`src/rtl/fpcsr_pkg.sv`:
```
// Constants for the floating-point control and status register block.
// Assumes a single core clock and an AXI4-Lite master for software access.
package fpcsr_pkg;
  // Byte addresses of the 32-bit views
  localparam logic [7:0] FPCSR_LO_ADDR = 8'h00;
  localparam logic [7:0] FPCSR_HI_ADDR = 8'h04;
  localparam logic [7:0] FPCSR_IRQ_STAT_ADDR = 8'h08;
  localparam logic [7:0] FPCSR_IRQ_MASK_ADDR = 8'h0c;
  // Field positions in the 64-bit register
  localparam int FPCSR_SUM_POS = 63;
  localparam int FPCSR_INEXACT_DIS_POS = 62;
  localparam int FPCSR_UNDERFLOW_DIS_POS = 61;
  localparam int FPCSR_UNDER_ZERO_POS = 60;
  localparam int FPCSR_RM_LO_POS = 58;
  localparam int FPCSR_FLAG_LO_POS = 52;
  localparam int FPCSR_TD_LO_POS = 49;
  localparam int FPCSR_NUM_FLAGS = 6;
  // Flag index within the six-bit flag group
  localparam int FPCSR_F_INVALID = 0;
  localparam int FPCSR_F_DIV_ZERO = 1;
  localparam int FPCSR_F_OVERFLOW = 2;
  localparam int FPCSR_F_UNDERFLOW = 3;
  localparam int FPCSR_F_INEXACT = 4;
  localparam int FPCSR_F_INT_OVERFLOW = 5;
  // Reset values
  localparam logic [5:0] FPCSR_FLAGS_RST = 6'h00;
  localparam logic [1:0] FPCSR_RM_RST = 2'h2;
  localparam logic [2:0] FPCSR_TD_RST = 3'h0;
  localparam logic [5:0] FPCSR_MASK_RST = 6'h00;
  // AXI responses
  localparam logic [1:0] FPCSR_RESP_OKAY = 2'h0;
  localparam logic [1:0] FPCSR_RESP_SLVERR = 2'h2;
  typedef enum logic [1:0] {
    FPCSR_RM_CHOP,
    FPCSR_RM_MINUS,
    FPCSR_RM_NEAREST,
    FPCSR_RM_PLUS
  } fpcsr_rm_type;
endpackage

```
`src/rtl/fpcsr_trap_ctl.sv`:
```
// Trap and result qualification for one completing floating operation.
// Assumes exception indications and the result arrive in the same cycle.
`timescale 1ns/100ps
module fpcsr_trap_ctl
  import fpcsr_pkg::*;
(
  input wire logic [5:0] exc,
  input wire logic sw_completion,
  input wire logic dyn_select,
  input wire logic [1:0] static_rm,
  input wire logic [63:0] result_in,
  input wire logic inexact_disable,
  input wire logic underflow_disable,
  input wire logic underflow_zero,
  input wire logic [1:0] dynamic_rounding_field,
  output logic [5:0] trap,
  output logic [63:0] result_out,
  output fpcsr_rm_type rm
);
  logic unf_quiet;
  always_comb begin
    unf_quiet = underflow_disable && underflow_zero && sw_completion;
    trap = exc;
    if (inexact_disable) begin
      trap[FPCSR_F_INEXACT] = 1'b0;
    end
    if (unf_quiet) begin
      trap[FPCSR_F_UNDERFLOW] = 1'b0;
    end
    // Disable bits 51..49 have no input here: those traps always stand
    result_out = result_in;
    if (exc[FPCSR_F_UNDERFLOW] && underflow_zero && underflow_disable) begin
      result_out = 64'h0;
    end
    rm = fpcsr_rm_type'(dyn_select ? dynamic_rounding_field : static_rm);
  end
endmodule // fpcsr_trap_ctl

```
`src/rtl/fpcsr_top.sv`:
```
// Floating-point control and status register with AXI4-Lite access.
// Assumes execution units present one completing operation per cycle.
`timescale 1ns/100ps
module fpcsr_top
  import fpcsr_pkg::*;
(
  input wire logic sys_clk,
  input wire logic rst,
  input wire logic [7:0] s_axi_awaddr,
  input wire logic s_axi_awvalid,
  output logic s_axi_awready,
  input wire logic [31:0] s_axi_wdata,
  input wire logic [3:0] s_axi_wstrb,
  input wire logic s_axi_wvalid,
  output logic s_axi_wready,
  output logic [1:0] s_axi_bresp,
  output logic s_axi_bvalid,
  input wire logic s_axi_bready,
  input wire logic [7:0] s_axi_araddr,
  input wire logic s_axi_arvalid,
  output logic s_axi_arready,
  output logic [31:0] s_axi_rdata,
  output logic [1:0] s_axi_rresp,
  output logic s_axi_rvalid,
  input wire logic s_axi_rready,
  input wire logic op_valid,
  input wire logic [5:0] op_exc,
  input wire logic op_sw_completion,
  input wire logic op_dyn_select,
  input wire logic [1:0] op_static_rm,
  input wire logic [63:0] op_result,
  output logic res_valid_ff,
  output logic [63:0] res_data_ff,
  output logic [5:0] res_trap_ff,
  output fpcsr_rm_type res_rm_ff,
  output logic irq_ff
);
  // Architectural state of the 64-bit register
  logic [5:0] flags_ff;
  logic inexact_trap_disable_ff;
  logic underflow_trap_disable_ff;
  logic underflow_to_zero_ff;
  logic [1:0] rm_ff;
  logic [2:0] td_ff;
  // Interrupt status and mask
  logic [5:0] irq_stat_ff;
  logic [5:0] irq_mask_ff;
  // Write channel holding registers
  logic aw_held_ff;
  logic w_held_ff;
  logic [7:0] aw_addr_ff;
  logic [31:0] w_data_ff;
  logic [3:0] w_strb_ff;
  // Decodes and next values
  logic do_write;
  logic wr_hi;
  logic wr_irq_stat;
  logic wr_irq_mask;
  logic rd_take;
  logic [5:0] exc_now;
  logic [5:0] trap_c;
  logic [63:0] result_c;
  fpcsr_rm_type rm_c;
  logic [63:0] reg_view;
  logic [31:0] hi_wr;
  logic [5:0] irq_clr;
  logic [5:0] nxt_flags;
  logic [5:0] nxt_irq_stat;
  logic [31:0] nxt_rdata;
  logic [1:0] nxt_rresp;

  // Byte-lane merge keeps unstrobed bytes at their current value
  function automatic logic [31:0] merge(input logic [31:0] old, input logic [31:0] d,
                                        input logic [3:0] s);
    logic [31:0] r;
    r = old;
    for (int i = 0; i < 4; i++) begin
      if (s[i]) begin
        r[i*8 +: 8] = d[i*8 +: 8];
      end
    end
    return r;
  endfunction

  // Word decode; the two low address bits select nothing
  function automatic logic word_hit(input logic [7:0] a, input logic [7:0] reg_addr);
    return a[7:2] == reg_addr[7:2];
  endfunction

  // Any word beyond the last register answers with an error
  function automatic logic [1:0] resp_for(input logic [7:0] a);
    return (a[7:2] <= FPCSR_IRQ_MASK_ADDR[7:2]) ? FPCSR_RESP_OKAY : FPCSR_RESP_SLVERR;
  endfunction

  assign exc_now = op_valid ? op_exc : 6'h00;
  // reserved bits read zero, summary is live OR of flags, never stored
  assign reg_view = {|flags_ff, inexact_trap_disable_ff, underflow_trap_disable_ff,
                     underflow_to_zero_ff, rm_ff, flags_ff, td_ff, 49'h0};
  // Only one write in flight: the next is not applied while its response waits
  assign do_write = aw_held_ff && w_held_ff && !s_axi_bvalid;
  assign wr_hi = do_write && word_hit(aw_addr_ff, FPCSR_HI_ADDR);
  assign wr_irq_stat = do_write && word_hit(aw_addr_ff, FPCSR_IRQ_STAT_ADDR) && w_strb_ff[0];
  assign wr_irq_mask = do_write && word_hit(aw_addr_ff, FPCSR_IRQ_MASK_ADDR) && w_strb_ff[0];
  assign rd_take = s_axi_arvalid && s_axi_arready;
  assign hi_wr = merge(reg_view[63:32], w_data_ff, w_strb_ff);
  assign irq_clr = wr_irq_stat ? w_data_ff[5:0] : 6'h00;

  fpcsr_trap_ctl i_fpcsr_trap_ctl (
    .exc(exc_now),
    .sw_completion(op_sw_completion),
    .dyn_select(op_dyn_select),
    .static_rm(op_static_rm),
    .result_in(op_result),
    .inexact_disable(inexact_trap_disable_ff),
    .underflow_disable(underflow_trap_disable_ff),
    .underflow_zero(underflow_to_zero_ff),
    .dynamic_rounding_field(rm_ff),
    .trap(trap_c),
    .result_out(result_c),
    .rm(rm_c)
  );

  // Result path registered so every output comes from a flip-flop;
  // this costs one cycle of latency on every completing operation
  always_ff @(posedge sys_clk) begin
    if (rst) begin
      res_valid_ff <= 1'b0;
    end else begin
      res_valid_ff <= op_valid;
    end
  end

  always_ff @(posedge sys_clk) begin
    if (rst) begin
      res_data_ff <= 64'h0;
    end else begin
      res_data_ff <= result_c;
    end
  end

  always_ff @(posedge sys_clk) begin
    if (rst) begin
      res_trap_ff <= 6'h00;
    end else begin
      res_trap_ff <= trap_c;
    end
  end

  always_ff @(posedge sys_clk) begin
    if (rst) begin
      res_rm_ff <= FPCSR_RM_NEAREST;
    end else begin
      res_rm_ff <= rm_c;
    end
  end

  // Write address and data are taken independently, in either order
  always_ff @(posedge sys_clk) begin
    if (rst) begin
      aw_held_ff <= 1'b0;
      aw_addr_ff <= 8'h00;
    end else if (s_axi_awvalid && s_axi_awready) begin
      aw_held_ff <= 1'b1;
      aw_addr_ff <= s_axi_awaddr;
    end else if (do_write) begin
      aw_held_ff <= 1'b0;
    end
  end

  always_ff @(posedge sys_clk) begin
    if (rst) begin
      w_held_ff <= 1'b0;
      w_data_ff <= 32'h0;
      w_strb_ff <= 4'h0;
    end else if (s_axi_wvalid && s_axi_wready) begin
      w_held_ff <= 1'b1;
      w_data_ff <= s_axi_wdata;
      w_strb_ff <= s_axi_wstrb;
    end else if (do_write) begin
      w_held_ff <= 1'b0;
    end
  end

  // Ready drops on the taking edge so a held item is never taken twice
  always_ff @(posedge sys_clk) begin
    if (rst) begin
      s_axi_awready <= 1'b0;
    end else begin
      s_axi_awready <= !aw_held_ff && !(s_axi_awvalid && s_axi_awready) && !s_axi_bvalid;
    end
  end

  always_ff @(posedge sys_clk) begin
    if (rst) begin
      s_axi_wready <= 1'b0;
    end else begin
      s_axi_wready <= !w_held_ff && !(s_axi_wvalid && s_axi_wready) && !s_axi_bvalid;
    end
  end

  always_ff @(posedge sys_clk) begin
    if (rst) begin
      s_axi_bvalid <= 1'b0;
      s_axi_bresp <= FPCSR_RESP_OKAY;
    end else if (do_write) begin
      s_axi_bvalid <= 1'b1;
      s_axi_bresp <= resp_for(aw_addr_ff);
    end else if (s_axi_bready) begin
      s_axi_bvalid <= 1'b0;
    end
  end

  // Flags: hardware set wins over software clear in the same cycle,
  // so an event is never lost to a clear that software issued blind
  always_comb begin
    nxt_flags = flags_ff;
    if (wr_hi) begin
      nxt_flags = hi_wr[FPCSR_FLAG_LO_POS-32 +: FPCSR_NUM_FLAGS];
    end
    nxt_flags = nxt_flags | exc_now;
  end

  always_ff @(posedge sys_clk) begin
    if (rst) begin
      flags_ff <= FPCSR_FLAGS_RST;
    end else begin
      flags_ff <= nxt_flags;
    end
  end

  // Control fields live in the high word; the low word holds nothing
  always_ff @(posedge sys_clk) begin
    if (rst) begin
      inexact_trap_disable_ff <= 1'b0;
    end else if (wr_hi) begin
      inexact_trap_disable_ff <= hi_wr[FPCSR_INEXACT_DIS_POS-32];
    end
  end

  always_ff @(posedge sys_clk) begin
    if (rst) begin
      underflow_trap_disable_ff <= 1'b0;
    end else if (wr_hi) begin
      underflow_trap_disable_ff <= hi_wr[FPCSR_UNDERFLOW_DIS_POS-32];
    end
  end

  always_ff @(posedge sys_clk) begin
    if (rst) begin
      underflow_to_zero_ff <= 1'b0;
    end else if (wr_hi) begin
      underflow_to_zero_ff <= hi_wr[FPCSR_UNDER_ZERO_POS-32];
    end
  end

  always_ff @(posedge sys_clk) begin
    if (rst) begin
      rm_ff <= FPCSR_RM_RST;
    end else if (wr_hi) begin
      rm_ff <= hi_wr[FPCSR_RM_LO_POS-32 +: 2];
    end
  end

  // Stored and read back only: these three disables never reach the trap logic
  always_ff @(posedge sys_clk) begin
    if (rst) begin
      td_ff <= FPCSR_TD_RST;
    end else if (wr_hi) begin
      td_ff <= hi_wr[FPCSR_TD_LO_POS-32 +: 3];
    end
  end

  // Interrupt status: sticky, write one to clear, set wins
  assign nxt_irq_stat = (irq_stat_ff & ~irq_clr) | exc_now;

  always_ff @(posedge sys_clk) begin
    if (rst) begin
      irq_stat_ff <= 6'h00;
    end else begin
      irq_stat_ff <= nxt_irq_stat;
    end
  end

  always_ff @(posedge sys_clk) begin
    if (rst) begin
      irq_mask_ff <= FPCSR_MASK_RST;
    end else if (wr_irq_mask) begin
      irq_mask_ff <= w_data_ff[5:0];
    end
  end

  // Registered from registered status: the line follows an event by two cycles
  always_ff @(posedge sys_clk) begin
    if (rst) begin
      irq_ff <= 1'b0;
    end else begin
      irq_ff <= |(irq_stat_ff & irq_mask_ff);
    end
  end

  // Read data chosen from the address in the cycle it is taken
  always_comb begin
    case (s_axi_araddr[7:2])
      FPCSR_LO_ADDR[7:2]: nxt_rdata = reg_view[31:0];
      FPCSR_HI_ADDR[7:2]: nxt_rdata = reg_view[63:32];
      FPCSR_IRQ_STAT_ADDR[7:2]: nxt_rdata = {26'h0, irq_stat_ff};
      FPCSR_IRQ_MASK_ADDR[7:2]: nxt_rdata = {26'h0, irq_mask_ff};
      default: nxt_rdata = 32'h0;
    endcase
    nxt_rresp = resp_for(s_axi_araddr);
  end

  // Read channel: one cycle from address acceptance to data;
  // the address is refused again until the data has been taken
  always_ff @(posedge sys_clk) begin
    if (rst) begin
      s_axi_arready <= 1'b0;
    end else if (rd_take) begin
      s_axi_arready <= 1'b0;
    end else if (!s_axi_rvalid) begin
      s_axi_arready <= 1'b1;
    end
  end

  always_ff @(posedge sys_clk) begin
    if (rst) begin
      s_axi_rvalid <= 1'b0;
    end else if (rd_take) begin
      s_axi_rvalid <= 1'b1;
    end else if (s_axi_rvalid && s_axi_rready) begin
      s_axi_rvalid <= 1'b0;
    end
  end

  always_ff @(posedge sys_clk) begin
    if (rst) begin
      s_axi_rdata <= 32'h0;
      s_axi_rresp <= FPCSR_RESP_OKAY;
    end else if (rd_take) begin
      s_axi_rdata <= nxt_rdata;
      s_axi_rresp <= nxt_rresp;
    end
  end
endmodule // fpcsr_top

```
`config.mk`:
```
export PLATFORM = sky130hd
export DESIGN_NAME = fpcsr_top
export DESIGN_NICKNAME = d
export VERILOG_FILES = /design/src/rtl/fpcsr_pkg.sv /design/src/rtl/fpcsr_trap_ctl.sv /design/src/rtl/fpcsr_top.sv
export SDC_FILE = /design/constraint.sdc
export NUM_CORES = 1
export LEC_CHECK = 0
export BUFFER_PORTS_ARGS = -buffer_cell sky130_fd_sc_hd__buf_2
export CORE_MARGIN = 1
export CORE_UTILIZATION = 30
export CTS_BUF_LIST = sky130_fd_sc_hd__clkbuf_16
export DETAILED_ROUTE_END_ITERATION = 8
export GPL_ROUTABILITY_DRIVEN = 0
export PLACE_DENSITY = 0.54
export SLEW_MARGIN = 30
export SYNTH_ARGS = -nofsm -noshare
export SYNTH_HDL_FRONTEND = slang
export SYNTH_SLANG_ARGS = --single-unit
```
`constraint.sdc`:
```
create_clock -name sys_clk -period 2.6 [get_ports sys_clk]
set_clock_uncertainty 0.15 [all_clocks]
set_input_delay 0.13 -clock sys_clk [delete_from_list [all_inputs] [get_ports sys_clk]]
set_output_delay 0.13 -clock sys_clk [all_outputs]
set_load 0.01 [all_outputs]
```
==> flow_summary.toml <==
[run_status]
status = "completed"

[clock_tree]
htree_num_levels = 4
clock-root-buffer = "clkbuf_16"
cts_buffers = 17
numClockSinks = 159
postCtsSetupBuffers = 0
clk_pin_slew_ns = 0.06
clockBufferDepth = 2
insertion_delay_ns = 0.42
cts_tree = "built"

[critical_path]
cp.required_ns = 2.76
r2r_end = "res_rm_ff[1]"
start_kind = "register"
r2r_start = "rm_ff[1]"
critPathMaxFanout = 3
crit_type = "reg2reg"
ff2ff_path_depth = 4
r2r_setup_slack_ns = 0.65
end_kind = "register"
critPathArrivalTime_ns = 2.10

[sta]
fin_crit_sh_pct = 74.86
max_freq_mhz = 513.8
tns_ns = 0
hold_viol = 0
rsz0062_at_grt = "false"
tightest_slew_ns = 0.8112
relSlewSlack_pct = 45.92
final-max-slew-violation-count = 0
fin_crit_ns = 1.946
finalSetupViolCount = 0

[power]
cellPowerDensity_nw_per_um2 = 661.6
peakVddDrop_mv = 0.4036
totalPowerFinal_mw = 5.550
p_leak_nw = 3.702

[floorplanning]
die_y_um = 135.8
ios = 249
rows = 48
die-area_um2 = 18450
die_w_um = 135.8
coreArea_um2 = 17420
initial_utilization_pct = 30.85

[route]
ant_nets = 0
drt_iter0_drc = 197
wirelength_mm = 16.13
drt_first_pass_iters = 4
avgRoutedWirePerCell_um = 14.52
drcViolationCount = 0
viasPerCell = 4.450
vias = 4944

[final_layout]
fillCellCount = 1673
multiInputGateArea_um2 = 1998
area_growth_pct = 56.15
drive_gt1_share_pct = 29.52
fin_nets = 1005
seqCellArea_um2 = 3183

[hold_path]
min_to = "s_axi_rdata[0]"
hp-class = "in2reg"
min_path_cells = 3
hp-start = "s_axi_araddr[2]"

[global_route]
grt_antenna_before_repair = 1
grt_pass1_vias = 4665
overflow = 0
grt_max_degree = 65
globalRouteTotalUtil_pct = 17.58
grt_first_pass_wirelength_mm = 24.44

[synthesis]
synth_area_per_cell_um2 = 9.931
syn_inst = 541
synthTopCellsByArea = "dfxtp_1, and2_1, nand2_1"
synth_enable_flop_cells = 0
synth_top_area_share_pct = 59.25
yosysWarnings = 0
syn_area_um2 = 5373
synth_cell_types = 41
synthArstFlopShare_pct = 0
synth-seq-area-share_pct = 59.25
ys_ff_latch = 159
synth_ff_type = "dfxtp_1"
synth_most_common_cell = "dfxtp_1"
yosys.area.top_type = "dfxtp_1"
synthTopCellsByCount = "dfxtp_1, nand2_1, and2_1"

[place]
port_buffers = 218
hpwlAfterDp_mm = 11.15

[run]
maxCapViolCount = 0
==> layout by cell type, fill, tap and decap left out, drive strengths merged, types with 2 or more instances in the layout <==
master       count
and4b            2
clkinv           2
a22o            15
nor4             4
buf            225
o311a            2
o31a             4
a311oi           2
nor2b            5
inv             10
conb            13
diode            2
dlygate4sd3    120
nand4            9
nand2b           4
nand2           82
a211oi           9
a31oi            3
o21ai            8
dfxtp          159
nor3             5
nor2            11
nand3            6
and2            67
mux2i           16
clkbuf          17
o31ai            7
clkinvlp         6
a21oi           55
a22oi            3
and3             5
==> logic make-up after synthesis <==
family / count (synthesis) / synth area share, %
simple gates: 205 / 19.91
mux: 16 / 2.981
buf+inv: 50 / 4.797
flops: 159 / 59.25
compound gates: 110 / 13.00
other cells: 1 / 0.06980
==> metal layers <==
| layer | up-vias | wire length (um) | global-route usage (%) | share of wire [%] |
|---|---|---|---|---|
| met4 | 0 | 352 | 7.179 | 2.2 |
| met1 | 2283 | 7463 | 23.54 | 46 |
| met3 | 26 | 683 | 4.101 | 4.2 |
| met5 | - | 0 | 0 | 0 |
| met2 | 147 | 7636 | 27.07 | 47 |
| li1 | 2488 | - | - | - |
==> worst max path at each step <==
stage,endpoint,cells past startpoint,startpoint
floorplan,flags_ff[1],5,aw_addr_ff[4]
global placement,rm_ff[1],3,aw_addr_ff[4]
detailed placement,rm_ff[1],3,aw_addr_ff[4]
CTS,rm_ff[1],3,aw_addr_ff[4]
global route,res_rm_ff[1],4,rm_ff[1]
finish,res_rm_ff[1],4,rm_ff[1]
==> power by group <==
group | switching [mW] | internal, mW
logic | 0.273 | 0.310
clock network | 1.04 | 1.33
registers | 0.0582 | 2.54
total | 1.37 | 4.18
==> through the flow <==
step                hold slack (ns)  instances  cell area (um^2)  worst slack, ns  utilization, %
floorplan                   0.08801        553              5418           0.8244               -
global placement             0.1797        957              6621           0.7048           38.02
detailed placement           0.1817        957              6621           0.7001           38.02
CTS                      0.00002315       1109              8384           0.6811           48.14
global route                0.02423       1110              8387           0.5998           48.15
finish                     0.008869       1111              8389           0.6538           48.17
==> critical path, stage by stage (launching register included) <==
cell and delay [ns]:
dfxtp_1 0.35, mux2i_1 0.15, dlygate4sd3_1 0.57, nand2_1 0.06
dlygate4sd3_1 0.56
==> state kept, by name, summed over array words and instances, names as in the netlist, 3 cells and up <==
signal	flops
aw_addr_ff	6
res_trap_ff	6
res_data_ff	64
td_ff	3
w_data_ff	20
flags_ff	6
s_axi_rdata	21
irq_stat_ff	6
irq_mask_ff	6
w_strb_ff	3
==> cell type report <==
cell class | instances | area share [%]
clock inverters | 15 | 1.626
repair buffers | 345 | 27.95
multi-input cells | 344 | 23.82
diodes | 2 | 0.05966
flip-flops and latches | 159 | 37.94
inverters | 4 | 0.1790
clock buffers | 17 | 5.071
well taps | 225 | 3.356
==> repair_timing <==
item / 4_1_cts / 5_1_grt
endpoints found under the setup margin: 0 / 0
hold buffers: 120 / 0
hold endpoints to repair: 114 / 0
resized for setup: 0 / 0
No activity file was read; power rests on OpenSTA's default activity.
